## src/cltd_pkg.sv

```systemverilog
/*
 * Shared constants and types of the control, literal and table
 * instruction decoder: APB register map, field positions, reset values,
 * opcode patterns and sequencing states.
 * Assumes a single 50 MHz core clock and an APB master for software access.
 */
package cltd_pkg;
    // Core clock and table write timing
    localparam int CLK_MHZ = 50;
    localparam logic [2:0] TBLW_EXTRA_CYCLES = 3'h3;
    // APB register byte offsets
    localparam logic [7:0] REG_CORE_STATE = 8'h00;
    localparam logic [7:0] REG_PROG_COUNTER = 8'h04;
    localparam logic [7:0] REG_CONFIG = 8'h08;
    localparam logic [7:0] REG_TABLE_PTR = 8'h0C;
    // Config register fields and reset value
    localparam int CFG_PRESCALER_ASSIGNED = 0;
    localparam int CFG_NVM_WRITE_ENABLE = 1;
    localparam logic [1:0] CONFIG_RESET = 2'h0;
    // Status flag positions inside flags vector
    localparam int FLAG_C = 0;
    localparam int FLAG_DC = 1;
    localparam int FLAG_Z = 2;
    localparam int FLAG_OV = 3;
    localparam int FLAG_N = 4;
    // Reset values
    localparam logic [19:0] PC_RESET = 20'h00000;
    localparam logic [4:0] FLAGS_RESET = 5'h00;
    localparam logic [7:0] WORKING_REGISTER_RESET = 8'h00;
    localparam int STACK_DEPTH = 8;
    // Opcode patterns
    localparam logic [3:0] OP_SECOND_WORD = 4'hF;
    localparam logic [4:0] OP_COND_BRANCH = 5'h1C;
    localparam logic [3:0] OP_REL_BRANCH = 4'hD;
    localparam logic [6:0] OP_ABS_CALL = 7'h76;
    localparam logic [7:0] OP_ABS_JUMP = 8'hEF;
    localparam logic [7:0] OP_PTR_LOAD = 8'hEE;
    localparam logic [7:0] OP_MISC = 8'h00;
    localparam logic [7:0] OP_BANK_LOAD = 8'h01;
    localparam logic [7:0] OP_RET_LITERAL = 8'h0C;
    localparam logic [7:0] OP_LIT_ADD = 8'h0F;
    localparam logic [7:0] OP_LIT_SUB = 8'h08;
    localparam logic [7:0] OP_LIT_AND = 8'h0B;
    localparam logic [7:0] OP_LIT_OR = 8'h09;
    localparam logic [7:0] OP_LIT_XOR = 8'h0A;
    localparam logic [7:0] OP_LIT_LOAD = 8'h0E;
    localparam logic [7:0] OP_LIT_MUL = 8'h0D;
    localparam logic [7:0] LO_STANDBY = 8'h03;
    localparam logic [7:0] LO_WDT_CLEAR = 8'h04;
    localparam logic [7:0] LO_PUSH = 8'h05;
    localparam logic [7:0] LO_POP = 8'h06;
    localparam logic [7:0] LO_SOFT_RESET = 8'hFF;
    localparam logic [5:0] LO_TABLE_READ = 6'h02;
    localparam logic [5:0] LO_TABLE_WRITE = 6'h03;
    localparam logic [6:0] LO_IRQ_RETURN = 7'h08;
    localparam logic [6:0] LO_SUB_RETURN = 7'h09;
    // Table pointer modes
    localparam logic [1:0] TP_POST_INC = 2'h1;
    localparam logic [1:0] TP_POST_DEC = 2'h2;
    localparam logic [1:0] TP_PRE_INC = 2'h3;

    typedef enum logic [2:0] {
        ST_EXEC,
        ST_FLUSH,
        ST_WORD2,
        ST_TBL_READ,
        ST_TBL_WRITE,
        ST_STANDBY
    } cltd_state_type;
endpackage

```

## src/cltd_decoder.sv

```systemverilog
/*
 * Decoder and executor for control-flow, literal and table-access
 * instructions, with an APB slave for status and configuration.
 * Assumes program memory returns the word at fetch_addr combinationally
 * in the same cycle, and the core datapath handles every other opcode.
 */
// Operation
// - 1110 0ccc conditional branch, eight conditions
// - 1101 relative branch or relative call
// - Two-word absolute call, s saves fast registers
// - Two-word absolute jump, two cycles
// - Lone 1111 word or zero word: no-op
// - PC change or true test costs two cycles
// - Watchdog clear and standby update timeout flags
// - One-cycle push and pop of return stack
// - Software reset restores full reset state
// - Interrupt return re-enables interrupts, optional restore
// - Subroutine return, optional fast restore
// - Literal return loads working register
// - Literal add and subtract set arithmetic flags
// - Literal and, or, xor set Z, N
// - Literal load and multiply change no flags
// - Bank select low nibble load
// - Two-word 12-bit pointer literal load
// - Table read with four pointer modes
// - Table write two cycles, five when writing
// - Started memory write runs until terminated
// - Port read-modify-write uses pin levels
// - Timer zero write clears assigned prescaler
module cltd_decoder
    import cltd_pkg::*;
(
    input wire logic clk,
    input wire logic rst,
    input wire logic [15:0] instr_word,
    input wire logic wake_event,
    input wire logic [7:0] table_rdata,
    input wire logic nvm_done,
    input wire logic [7:0] port_pins,
    input wire logic timer_zero_write,
    input wire logic psel,
    input wire logic penable,
    input wire logic pwrite,
    input wire logic [7:0] paddr,
    input wire logic [31:0] pwdata,
    output logic [19:0] fetch_addr,
    output logic [19:0] table_addr,
    output logic table_read,
    output logic table_write,
    output logic [7:0] table_wdata,
    output logic nvm_write,
    output logic wdt_clear,
    output logic standby,
    output logic soft_reset,
    output logic [7:0] port_readback,
    output logic prescaler_clear,
    output logic [15:0] product,
    output logic pready,
    output logic [31:0] prdata,
    output logic pslverr
);
    import cltd_pkg::*;

    typedef struct packed {
        cltd_state_type st;
        logic [19:0] pc;
        logic [15:0] hold;
        logic [7:0] working_register;
        logic [4:0] flags;
        logic [3:0] bank;
        logic [2:0][11:0] ptr;
        logic [STACK_DEPTH-1:0][19:0] stack;
        logic [2:0] sp;
        logic [7:0] fast_w;
        logic [4:0] fast_flags;
        logic [3:0] fast_bank;
        logic timeout_flag;
        logic power_down_flag;
        logic global_high_irq_enable;
        logic peripheral_low_irq_enable;
        logic [19:0] tblptr;
        logic [7:0] tablat;
        logic [2:0] wait_cnt;
        logic [1:0] config_bits;
        logic [7:0] pin_s1;
        logic [7:0] pin_s2;
        logic [7:0] pin_s3;
        logic [7:0] pins;
        logic [19:0] table_addr;
        logic table_read;
        logic table_write;
        logic nvm_write;
        logic wdt_clear;
        logic soft_reset;
        logic standby;
        logic prescaler_clear;
        logic [15:0] product;
        logic pready;
        logic [31:0] prdata;
        logic pslverr;
    } cltd_regs_type;

    localparam cltd_regs_type REGS_RESET = '{
        st: ST_EXEC, pc: PC_RESET, working_register: WORKING_REGISTER_RESET, flags: FLAGS_RESET,
        timeout_flag: 1'b1, power_down_flag: 1'b1,
        config_bits: CONFIG_RESET, default: '0};

    cltd_regs_type s_q;
    cltd_regs_type s_d;

    logic [19:0] pc_next;
    logic [19:0] short_target;
    logic [19:0] long_target;
    logic [19:0] far_addr;
    logic [7:0] lit;
    logic [8:0] sum;
    logic [4:0] nib;
    logic [7:0] logic_res;
    logic cond_flag;
    logic [2:0] sp_up;
    logic [2:0] sp_dn;

    // Branch targets relative to the following word
    always_comb
    begin
        lit = instr_word[7:0];
        pc_next = s_q.pc + 20'h00001;
        short_target = pc_next + {{12{lit[7]}}, lit};
        long_target = pc_next
            + {{9{instr_word[10]}}, instr_word[10:0]};
        far_addr = {s_q.hold[7:0], instr_word[11:0]};
        sp_up = s_q.sp + 3'h1;
        sp_dn = s_q.sp - 3'h1;
        case (instr_word[10:9])
            2'h0: cond_flag = s_q.flags[FLAG_Z];
            2'h1: cond_flag = s_q.flags[FLAG_C];
            2'h2: cond_flag = s_q.flags[FLAG_OV];
            default: cond_flag = s_q.flags[FLAG_N];
        endcase
        case (instr_word[15:8])
            OP_LIT_AND: logic_res = s_q.working_register & lit;
            OP_LIT_OR: logic_res = s_q.working_register | lit;
            default: logic_res = s_q.working_register ^ lit;
        endcase
        if (instr_word[15:8] == OP_LIT_SUB)
        begin
            sum = {1'b0, lit} + {1'b0, ~s_q.working_register} + 9'h001;
            nib = {1'b0, lit[3:0]} + {1'b0, ~s_q.working_register[3:0]} + 5'h01;
        end
        else
        begin
            sum = {1'b0, lit} + {1'b0, s_q.working_register};
            nib = {1'b0, lit[3:0]} + {1'b0, s_q.working_register[3:0]};
        end
    end

    // Next-state logic for sequencing, execution and the APB slave
    always_comb
    begin
        s_d = s_q;
        s_d.table_read = 1'b0;
        s_d.table_write = 1'b0;
        s_d.wdt_clear = 1'b0;
        s_d.soft_reset = 1'b0;
        s_d.prescaler_clear = 1'b0;
        // Pin synchroniser, change accepted when stages two and three agree
        s_d.pin_s1 = port_pins;
        s_d.pin_s2 = s_q.pin_s1;
        s_d.pin_s3 = s_q.pin_s2;
        if (s_q.pin_s2 == s_q.pin_s3)
        begin
            s_d.pins = s_q.pin_s3;
        end
        // Prescaler cleared on timer zero write when assigned to it
        if (timer_zero_write && s_q.config_bits[CFG_PRESCALER_ASSIGNED])
        begin
            s_d.prescaler_clear = 1'b1;
        end
        // Memory write stays active until the memory terminates it
        if (nvm_done)
        begin
            s_d.nvm_write = 1'b0;
        end
        case (s_q.st)
            ST_EXEC:
            begin
                s_d.pc = pc_next;
                if (instr_word[15:12] == OP_SECOND_WORD)
                begin
                    s_d.pc = pc_next;
                end
                else if (instr_word[15:11] == OP_COND_BRANCH)
                begin
                    if (cond_flag ^ instr_word[8])
                    begin
                        s_d.pc = short_target;
                        s_d.st = ST_FLUSH;
                    end
                end
                else if (instr_word[15:12] == OP_REL_BRANCH)
                begin
                    s_d.pc = long_target;
                    s_d.st = ST_FLUSH;
                    if (instr_word[11])
                    begin
                        s_d.stack[s_q.sp] = pc_next;
                        s_d.sp = sp_up;
                    end
                end
                else if (instr_word[15:9] == OP_ABS_CALL
                    || instr_word[15:8] == OP_ABS_JUMP
                    || instr_word[15:8] == OP_PTR_LOAD)
                begin
                    s_d.hold = instr_word;
                    s_d.st = ST_WORD2;
                end
                else if (instr_word[15:8] == OP_MISC)
                begin
                    if (lit == LO_STANDBY)
                    begin
                        s_d.timeout_flag = 1'b1;
                        s_d.power_down_flag = 1'b0;
                        s_d.st = ST_STANDBY;
                    end
                    else if (lit == LO_WDT_CLEAR)
                    begin
                        s_d.timeout_flag = 1'b1;
                        s_d.power_down_flag = 1'b1;
                        s_d.wdt_clear = 1'b1;
                    end
                    else if (lit == LO_PUSH)
                    begin
                        s_d.stack[s_q.sp] = pc_next;
                        s_d.sp = sp_up;
                    end
                    else if (lit == LO_POP)
                    begin
                        s_d.sp = sp_dn;
                    end
                    else if (lit == LO_SOFT_RESET)
                    begin
                        s_d = REGS_RESET;
                        s_d.soft_reset = 1'b1;
                    end
                    else if (lit[7:2] == LO_TABLE_READ)
                    begin
                        s_d.table_read = 1'b1;
                        s_d.st = ST_TBL_READ;
                        s_d.table_addr = (lit[1:0] == TP_PRE_INC)
                            ? s_q.tblptr + 20'h00001 : s_q.tblptr;
                        s_d.tblptr = (lit[1:0] == TP_POST_DEC)
                            ? s_q.tblptr - 20'h00001
                            : (lit[1:0] == 2'h0) ? s_q.tblptr
                            : s_q.tblptr + 20'h00001;
                    end
                    else if (lit[7:2] == LO_TABLE_WRITE)
                    begin
                        s_d.table_write = 1'b1;
                        s_d.st = ST_FLUSH;
                        s_d.table_addr = (lit[1:0] == TP_PRE_INC)
                            ? s_q.tblptr + 20'h00001 : s_q.tblptr;
                        s_d.tblptr = (lit[1:0] == TP_POST_DEC)
                            ? s_q.tblptr - 20'h00001
                            : (lit[1:0] == 2'h0) ? s_q.tblptr
                            : s_q.tblptr + 20'h00001;
                        if (s_q.config_bits[CFG_NVM_WRITE_ENABLE])
                        begin
                            s_d.nvm_write = 1'b1;
                            s_d.wait_cnt = TBLW_EXTRA_CYCLES;
                            s_d.st = ST_TBL_WRITE;
                        end
                    end
                    else if (lit[7:1] == LO_IRQ_RETURN
                        || lit[7:1] == LO_SUB_RETURN)
                    begin
                        s_d.pc = s_q.stack[sp_dn];
                        s_d.sp = sp_dn;
                        s_d.st = ST_FLUSH;
                        if (lit[7:1] == LO_IRQ_RETURN)
                        begin
                            s_d.global_high_irq_enable = 1'b1;
                            s_d.peripheral_low_irq_enable = 1'b1;
                        end
                        if (lit[0])
                        begin
                            s_d.working_register = s_q.fast_w;
                            s_d.flags = s_q.fast_flags;
                            s_d.bank = s_q.fast_bank;
                        end
                    end
                end
                else if (instr_word[15:8] == OP_BANK_LOAD
                    && instr_word[7:4] == 4'h0)
                begin
                    s_d.bank = instr_word[3:0];
                end
                else if (instr_word[15:8] == OP_RET_LITERAL)
                begin
                    s_d.working_register = lit;
                    s_d.pc = s_q.stack[sp_dn];
                    s_d.sp = sp_dn;
                    s_d.st = ST_FLUSH;
                end
                else if (instr_word[15:8] == OP_LIT_ADD
                    || instr_word[15:8] == OP_LIT_SUB)
                begin
                    s_d.working_register = sum[7:0];
                    s_d.flags[FLAG_C] = sum[8];
                    s_d.flags[FLAG_DC] = nib[4];
                    s_d.flags[FLAG_Z] = (sum[7:0] == 8'h00);
                    s_d.flags[FLAG_N] = sum[7];
                    if (instr_word[15:8] == OP_LIT_ADD)
                    begin
                        s_d.flags[FLAG_OV] = (lit[7] == s_q.working_register[7])
                            && (sum[7] != lit[7]);
                    end
                    else
                    begin
                        s_d.flags[FLAG_OV] = (lit[7] != s_q.working_register[7])
                            && (sum[7] != lit[7]);
                    end
                end
                else if (instr_word[15:8] == OP_LIT_AND
                    || instr_word[15:8] == OP_LIT_OR
                    || instr_word[15:8] == OP_LIT_XOR)
                begin
                    s_d.working_register = logic_res;
                    s_d.flags[FLAG_Z] = (logic_res == 8'h00);
                    s_d.flags[FLAG_N] = logic_res[7];
                end
                else if (instr_word[15:8] == OP_LIT_LOAD)
                begin
                    s_d.working_register = lit;
                end
                else if (instr_word[15:8] == OP_LIT_MUL)
                begin
                    s_d.product = {8'h00, lit} * {8'h00, s_q.working_register};
                end
            end
            ST_WORD2:
            begin
                s_d.st = ST_EXEC;
                s_d.pc = pc_next;
                if (s_q.hold[15:8] == OP_PTR_LOAD)
                begin
                    if (s_q.hold[5:4] != 2'h3)
                    begin
                        s_d.ptr[s_q.hold[5:4]] = {s_q.hold[3:0], lit};
                    end
                end
                else
                begin
                    s_d.pc = far_addr;
                    if (s_q.hold[15:9] == OP_ABS_CALL)
                    begin
                        s_d.stack[s_q.sp] = pc_next;
                        s_d.sp = sp_up;
                        if (s_q.hold[8])
                        begin
                            s_d.fast_w = s_q.working_register;
                            s_d.fast_flags = s_q.flags;
                            s_d.fast_bank = s_q.bank;
                        end
                    end
                end
            end
            ST_TBL_READ:
            begin
                s_d.tablat = table_rdata;
                s_d.st = ST_EXEC;
            end
            ST_TBL_WRITE:
            begin
                s_d.wait_cnt = s_q.wait_cnt - 3'h1;
                if (s_q.wait_cnt == 3'h1)
                begin
                    s_d.st = ST_FLUSH;
                end
            end
            ST_STANDBY:
            begin
                if (wake_event)
                begin
                    s_d.st = ST_EXEC;
                end
            end
            default:
            begin
                s_d.st = ST_EXEC;
            end
        endcase
        // APB slave, no wait state, data prepared in the setup cycle
        s_d.pready = psel && !penable;
        if (psel && !penable)
        begin
            s_d.prdata = 32'h00000000;
            s_d.pslverr = 1'b0;
            if (paddr == REG_CORE_STATE)
            begin
                s_d.prdata[20:0] = {s_q.bank,
                    s_q.peripheral_low_irq_enable,
                    s_q.global_high_irq_enable, s_q.power_down_flag,
                    s_q.timeout_flag, s_q.flags, s_q.working_register};
            end
            else if (paddr == REG_PROG_COUNTER)
            begin
                s_d.prdata[19:0] = s_q.pc;
            end
            else if (paddr == REG_CONFIG)
            begin
                s_d.prdata[1:0] = s_q.config_bits;
            end
            else if (paddr == REG_TABLE_PTR)
            begin
                s_d.prdata[19:0] = s_q.tblptr;
            end
            else
            begin
                s_d.pslverr = 1'b1;
            end
        end
        if (psel && penable && s_q.pready && pwrite)
        begin
            if (paddr == REG_CONFIG)
            begin
                s_d.config_bits = pwdata[1:0];
            end
            else if (paddr == REG_TABLE_PTR && s_q.st == ST_EXEC)
            begin
                s_d.tblptr = pwdata[19:0];
            end
        end
        // Standby output registered with the state
        s_d.standby = (s_d.st == ST_STANDBY);
    end

    // State register
    always_ff @(posedge clk)
    begin
        if (rst)
        begin
            s_q <= REGS_RESET;
        end
        else
        begin
            s_q <= s_d;
        end
    end

    // Outputs straight from the state register
    assign fetch_addr = s_q.pc;
    assign table_addr = s_q.table_addr;
    assign table_read = s_q.table_read;
    assign table_write = s_q.table_write;
    assign table_wdata = s_q.tablat;
    assign nvm_write = s_q.nvm_write;
    assign wdt_clear = s_q.wdt_clear;
    assign standby = s_q.standby;
    assign soft_reset = s_q.soft_reset;
    assign port_readback = s_q.pins;
    assign prescaler_clear = s_q.prescaler_clear;
    assign product = s_q.product;
    assign pready = s_q.pready;
    assign prdata = s_q.prdata;
    assign pslverr = s_q.pslverr;
endmodule

```

## config.mk

```make
export PLATFORM = sky130hd
export DESIGN_NAME = cltd_decoder
export DESIGN_NICKNAME = d
export VERILOG_FILES = /design/src/cltd_pkg.sv /design/src/cltd_decoder.sv
export SDC_FILE = /design/constraint.sdc
export NUM_CORES = 1
export LEC_CHECK = 0
export BUFFER_PORTS_ARGS = -buffer_cell sky130_fd_sc_hd__buf_2
export CAP_MARGIN = 20
export CORE_UTILIZATION = 30
export CTS_CLUSTER_DIAMETER = 60
export DETAILED_ROUTE_END_ITERATION = 6
export PLACE_DENSITY = 0.5
export SYNTH_ARGS = -nofsm -noshare
export SYNTH_HDL_FRONTEND = slang
export SYNTH_SLANG_ARGS = --single-unit
```

## constraint.sdc

```tcl
create_clock -name clk -period 12.1 [get_ports clk]
set_input_delay 0.605 -clock clk [delete_from_list [all_inputs] [get_ports clk]]
set_output_delay 0.605 -clock clk [all_outputs]
set_load 0.01 [all_outputs]
```

# Word level (Yosys, flattened, before mapping)
# Cells that the tools add are included.
dict set report totals {
  romBits 0
  mem_count 0
  ramBits 0
  input_bits 80
  register_bits 418
  elab_cells 451
  output_inout_bits 113
  latchBits 0
}
dict set report classes {
  order_cmp 5
  div 0
  n_shift 0
  bitwise_logic 12
  multipliers 1
  muxes 204
  n_reduce_logical 57
  n_eq_ne 110
  add_sub_neg 14
}
# op n
set op_table {}
lappend op_table {{252-bit 2-to-1 mux} 10}
lappend op_table {{163-bit 2-to-1 mux} 14}
lappend op_table {{272-bit 2-to-1 mux} 8}
lappend op_table {{269-bit 2-to-1 mux} 7}
lappend op_table {{362-bit 2-to-1 mux} 3}
lappend op_table {{144-bit 2-to-1 mux} 7}
lappend op_table {{23-bit 2-to-1 mux} 22}
lappend op_table {{216-bit one-hot mux with 2 select lines} 1}
lappend op_table {{20-bit 2-to-1 mux} 21}
lappend op_table {{196-bit 2-to-1 mux} 2}
lappend op_table {{180-bit 2-to-1 mux} 2}
lappend op_table {{160-bit bitwise mux} 1}
lappend op_table {{16-bit 2-to-1 mux} 10}
lappend op_table {{17-bit 2-to-1 mux} 7}
lappend op_table {{113-bit 2-to-1 mux} 1}
lappend op_table {{111-bit 2-to-1 mux} 1}
lappend op_table {{36-bit 2-to-1 mux} 3}
lappend op_table {{53-bit 2-to-1 mux} 2}
lappend op_table {{92-bit 2-to-1 mux} 1}
lappend op_table {{90-bit 2-to-1 mux} 1}
lappend op_table {{8-bit by 4-bit == test with 1-bit output (second input constant)} 10}
lappend op_table {{34-bit 2-to-1 mux} 2}
lappend op_table {{16-bit AND reduction} 4}
lappend op_table {{9-bit 2-to-1 mux} 7}
lappend op_table {{84 further kinds} 256}

# Logic depth before layout (Yosys ltp)
dict set report depth {
  ltp_word 55
  mapped_depth 20
}

# Least setup slack after synthesis
# Ideal clock, no wire load.
dict set report synth_path {
  path_type {input -> register}
  start {in instr_word[0]}
  end {reg s_q, in the netlist product[15]}
  t_required_ns 11.972
  path_buffers 3
  setup_slack_ns 6.929
  path_stages 18
  arrival_time_ns 5.044
  cell_sequence {clkbuf_1 > clkbuf_1 > clkbuf_1 > nand2_1 > fa_1 > fa_1 > inv_1 > fa_1 > inv_1 > fa_1 > inv_1 > ha_1 > a2111oi_0 > o31ai_1 > o41ai_1 > xnor2_1 > a22oi_1 > nor2_1}
}
dict set report synth_between {
  elab_chain_cells 8
  elab_cells_between_ends 19
  classes_between {mul: 1; eq/ne: 10; mux: 7; reduce/logical: 1}
}
# item line
set synth_lines {}
lappend synth_lines {{from (decl)} cltd_decoder.sv:35} ;# input wire logic [15:0] instr_word,
lappend synth_lines {{8-bit by 8-bit multiplier with 16-bit output} cltd_decoder.sv:337} ;# s_d.product = {8'h00, lit} * {8'h00, s_q.working_register};
lappend synth_lines {{16-bit 2-to-1 mux} cltd_decoder.sv:335} ;# else if (instr_word[15:8] == OP_LIT_MUL)
lappend synth_lines {{16-bit 2-to-1 mux} cltd_decoder.sv:331} ;# else if (instr_word[15:8] == OP_LIT_LOAD)
lappend synth_lines {{16-bit 2-to-1 mux} cltd_decoder.sv:323} ;# else if (instr_word[15:8] == OP_LIT_AND
lappend synth_lines {{16-bit 2-to-1 mux} cltd_decoder.sv:304} ;# else if (instr_word[15:8] == OP_LIT_ADD
lappend synth_lines {{16-bit 2-to-1 mux} cltd_decoder.sv:297} ;# else if (instr_word[15:8] == OP_RET_LITERAL)
lappend synth_lines {{16-bit 2-to-1 mux} cltd_decoder.sv:292} ;# else if (instr_word[15:8] == OP_BANK_LOAD
lappend synth_lines {{16-bit 2-to-1 mux} cltd_decoder.sv:217} ;# else if (instr_word[15:8] == OP_MISC)
lappend synth_lines {{to (signal assigned)} cltd_decoder.sv:442} ;# s_q <= REGS_RESET;
lappend synth_lines {{to (signal assigned)} cltd_decoder.sv:446} ;# s_q <= s_d;
lappend synth_lines {{to (decl)} cltd_decoder.sv:108} ;# cltd_regs_type s_q;
# Parallel ways exist; a longest one is shown, timed or not. The select of a mux whose other input is x is not followed.
# A chain may end at the register's enable or synchronous reset.

# Worst setup path after layout
dict set report layout_path {
  start {in instr_word[2]}
  end {reg s_q, in the netlist product[15]}
}
# Same word-level chain as after synthesis.

==> flow_metrics.env <==
export IMPL_ir_worst_vdd_v=0.0000944
export IMPL_tightest_slew_ns=1.07
export IMPL_syn2layout_area_growth_pct=10.5
export IMPL_core_sq_um=77800
export IMPL_endpoint_kind="flop"
export IMPL_drive_above_1_share_pct=14.1
export IMPL_ys_warnings_count=0
export IMPL_grt_setup_unrepaired="no"
export IMPL_syn_area_sq_um=23700
export IMPL_crit_family="adder cells"
export IMPL_seqCellArea_sq_um=7410
export IMPL_dp_cells=3850
export IMPL_period_share_pct=42.6
export IMPL_routed_wl_um=84500
export IMPL_hp_class="primary input to flop"
export IMPL_synth_avg_cell_area_sq_um=8.15
export IMPL_final_core_util_pct=33.6
export IMPL_cts_tree="built"
export IMPL_port_buffers=169
export IMPL_cts_repair_resized=0
export IMPL_clockBufferDepth=3
export IMPL_cts_made_buffers=45
export IMPL_drt_iter0_drc=1985
export IMPL_die_area_sq_um=80100
export IMPL_yosys_register_bits=370
export IMPL_h_tree_depth=2
export IMPL_final_common_cell="nor2_1"
export IMPL_place_gp_congestion=0.903
export IMPL_remaining_drc_errors=0
export IMPL_clkSlewWorstSetupHoldPaths_ns=0.06
export IMPL_die_h_um=283
export IMPL_wl_per_cell_um=21.5
export IMPL_layout_cells_non_filler=3936
export IMPL_total_power_mw=3.40
export IMPL_fin_skew_ns=0.0333
export IMPL_yosysSeqAreaShare_pct=31.3
export IMPL_slew_violations=0
export IMPL_rows=102
export IMPL_root_buffer="clkbuf_16"
export IMPL_setup_viol=0
export IMPL_dp_hpwl_um=59700
export IMPL_grt_total_usage_pct=20.4
export IMPL_finalHoldViolCount=0
export IMPL_crit_path_max_fanout=22
export IMPL_drt_pass1_iter_count=6
export IMPL_antenna_found_initial=2
export IMPL_slowest_delay_ns=0.60
export IMPL_cp_slowest_cell="a2111oi_0"
export IMPL_crit_top_cell="fa_1"
export IMPL_setup_tns_ns=0
export IMPL_die_x_um=283
export IMPL_grt_overflow=0
export IMPL_ant_nets=0
export IMPL_cp_arrival_ns=5.60
export IMPL_drv_cap=0
export IMPL_start_kind="primary input"
export IMPL_fmax_mhz=194
export IMPL_ys_async_sr_fraction_pct=0
export IMPL_fin_crit_ns=5.16
export IMPL_num_vias=21199
export IMPL_criticalPathCategory="primary input to flop"
export IMPL_final_cell_mix="nor2_1 (416), dfxtp_1 (369), nand2_1 (238)"
export IMPL_status="complete, no violations"
export IMPL_grt_start_max_net_pins=170
export IMPL_via_per_inst=5.39
export IMPL_synth_edf_count=0
export IMPL_postSynthCellCount=2907
export IMPL_pre_cts_ws_ns=6.38
export IMPL_nFillCells=8250
export IMPL_required_ns=12.55
export IMPL_pin_count=193
export IMPL_slew_headroom_pct=28.2
export IMPL_initial_core_util_pct=30.4
export IMPL_cts_sinks=370
export IMPL_cp_num_buf_inv=5
export IMPL_nets=3075
export IMPL_synth_main_ff_cell="dfxtp_1"
export IMPL_critical_path_cell_chain="buf_2 > buf_4 > clkinv_1 > nor2_1 > fa_1 > ha_1 > inv_1 > fa_1 > inv_1 > fa_1 > ha_1 > a21o_1 > a2111oi_0 > o31ai_1 > o41ai_1 > xnor2_1 > a22oi_1 > nor2_1"
export IMPL_grt_pass1_wl_um=128000
export IMPL_power_density_nw_per_um2=130
export IMPL_multi_input_area_sq_um=14200
export IMPL_synth_cell_types=98
export IMPL_ctsHoldBuffers=0
export IMPL_grt_pass1_vias=19904
export IMPL_leakagePower_nw=10.1
export IMPL_post_cts_buffers=0
export IMPL_worstSkewPairLatency_ns=0.60
export IMPL_fin_ws_ns=6.94
## flip-flops by register name, summed over array words and instances, names as in the netlist, 8 cells and up
| register | count |
|---|---|
| s_q | 260 |
| fetch_addr | 20 |
| table_addr | 20 |
| product | 16 |
| port_readback | 8 |
| prdata | 21 |
| far_addr | 8 |
| table_wdata | 8 |
## power by group
group	switching, mW	total (mW)	internal (mW)
Combinational	0.409	0.625	0.216
Sequential	0.0472	1.29	1.24
Clock	0.587	1.49	0.902
## worst register-to-register path, stage by stage, from the launching register on
cell and delay [ns]:
dfxtp_1 0.78, ha_1 0.39, nand2_1 0.10, xor2_1 0.65, inv_1 0.34, ha_1 0.33
a2111oi_0 0.50, o31ai_1 0.28, a311o_1 0.45, a41oi_1 0.40, a31oi_1 0.17, xnor2_1 0.18
a311o_1 0.37, o21ai_1 0.12
## final timing paths
path                                    start              to  depth (start not counted)  slack [ns]
worst min-delay path             port_pins[2]        s_q[103]                          2        0.23
worst max-delay path            instr_word[2]     product[15]                         18        6.94
worst max register to register  fetch_addr[0]  fetch_addr[19]                         13        6.95
worst min register to register      prdata[5]       prdata[5]                          2        0.45
## stage by stage
step,hold WS (ns),cell area [sq um]
final,0.233,26200
after global routing,0.226,26200
after CTS,0.195,26200
after detailed placement,0.443,24500
after global placement,0.437,24500
after floorplan,0.416,23700
## cell type report
class	instances	share of cell area, %
clock buffer	60	4.90
inverter	119	1.71
sequential	370	28.3
antenna	3	0.0287
timing repair buffer	216	4.64
multi-input combinational	2107	54.1
tap	1040	4.97
clock inverter	21	1.31
## metal layers
metal / global-route usage [%] / wire, um
met1: 28.6 / 38800
met2: 32.0 / 37800
met4: 6.30 / 2560
met5: 0 / 21
met3: 3.24 / 5360
## synthesized netlist by cell type, types with 6 or more instances
| library cell | count | area share (%) |
|---|---|---|
| and2_1 | 19 | 0.50 |
| or2_2 | 13 | 0.34 |
| ha_1 | 97 | 5.1 |
| inv_1 | 113 | 1.8 |
| nand2_1 | 239 | 3.8 |
| a211oi_1 | 90 | 2.9 |
| nor4_1 | 18 | 0.48 |
| o221ai_1 | 15 | 0.55 |
| a211oi_2 | 22 | 1.2 |
| a21o_1 | 25 | 0.79 |
| o21ai_0 | 86 | 1.8 |
| a22oi_1 | 87 | 2.8 |
| xor2_1 | 39 | 1.4 |
| nand4_1 | 18 | 0.48 |
| a21oi_1 | 222 | 4.7 |
| nor3_1 | 67 | 1.4 |
| buf_2 | 34 | 0.72 |
| or3_1 | 24 | 0.63 |
| buf_4 | 117 | 3.7 |
| mux2i_1 | 40 | 1.7 |
| o211ai_1 | 43 | 1.4 |
| o21ai_1 | 8 | 0.17 |
| a32oi_1 | 6 | 0.22 |
| o21bai_1 | 8 | 0.25 |
| buf_1 | 13 | 0.21 |
| and4_1 | 11 | 0.41 |
| buf_6 | 9 | 0.43 |
| o22ai_1 | 15 | 0.40 |
| dfxtp_1 | 370 | 31 |
| nand3_1 | 80 | 1.7 |
| clkbuf_1 | 148 | 2.3 |
| fa_1 | 39 | 3.3 |
| nand2b_1 | 11 | 0.29 |
| nor2_1 | 416 | 6.6 |
| a221oi_1 | 7 | 0.26 |
| a2111oi_0 | 10 | 0.37 |
| xnor2_1 | 57 | 2.1 |
| o31ai_1 | 8 | 0.25 |
| a31oi_1 | 30 | 0.79 |
| nor2b_1 | 28 | 0.74 |
| and3_1 | 39 | 1.0 |
| a311oi_1 | 7 | 0.26 |
| mux4_2 | 41 | 3.9 |
## logic make-up (layout without fill, tap and decap cells)
group | count (synthesis) | after routing | share of synthesized area, %
buf+inv | 440 | 416 | 9.29
mux | 83 | 83 | 5.68
compound gates | 757 | 757 | 21.6
xor+xnor | 97 | 97 | 3.64
other cells | 1 | 14 | 0.0158
simple gates | 1023 | 1023 | 20.1
fa+ha+maj | 136 | 136 | 8.42
flops | 370 | 370 | 31.3
No activity file was read; power rests on OpenSTA's default activity.
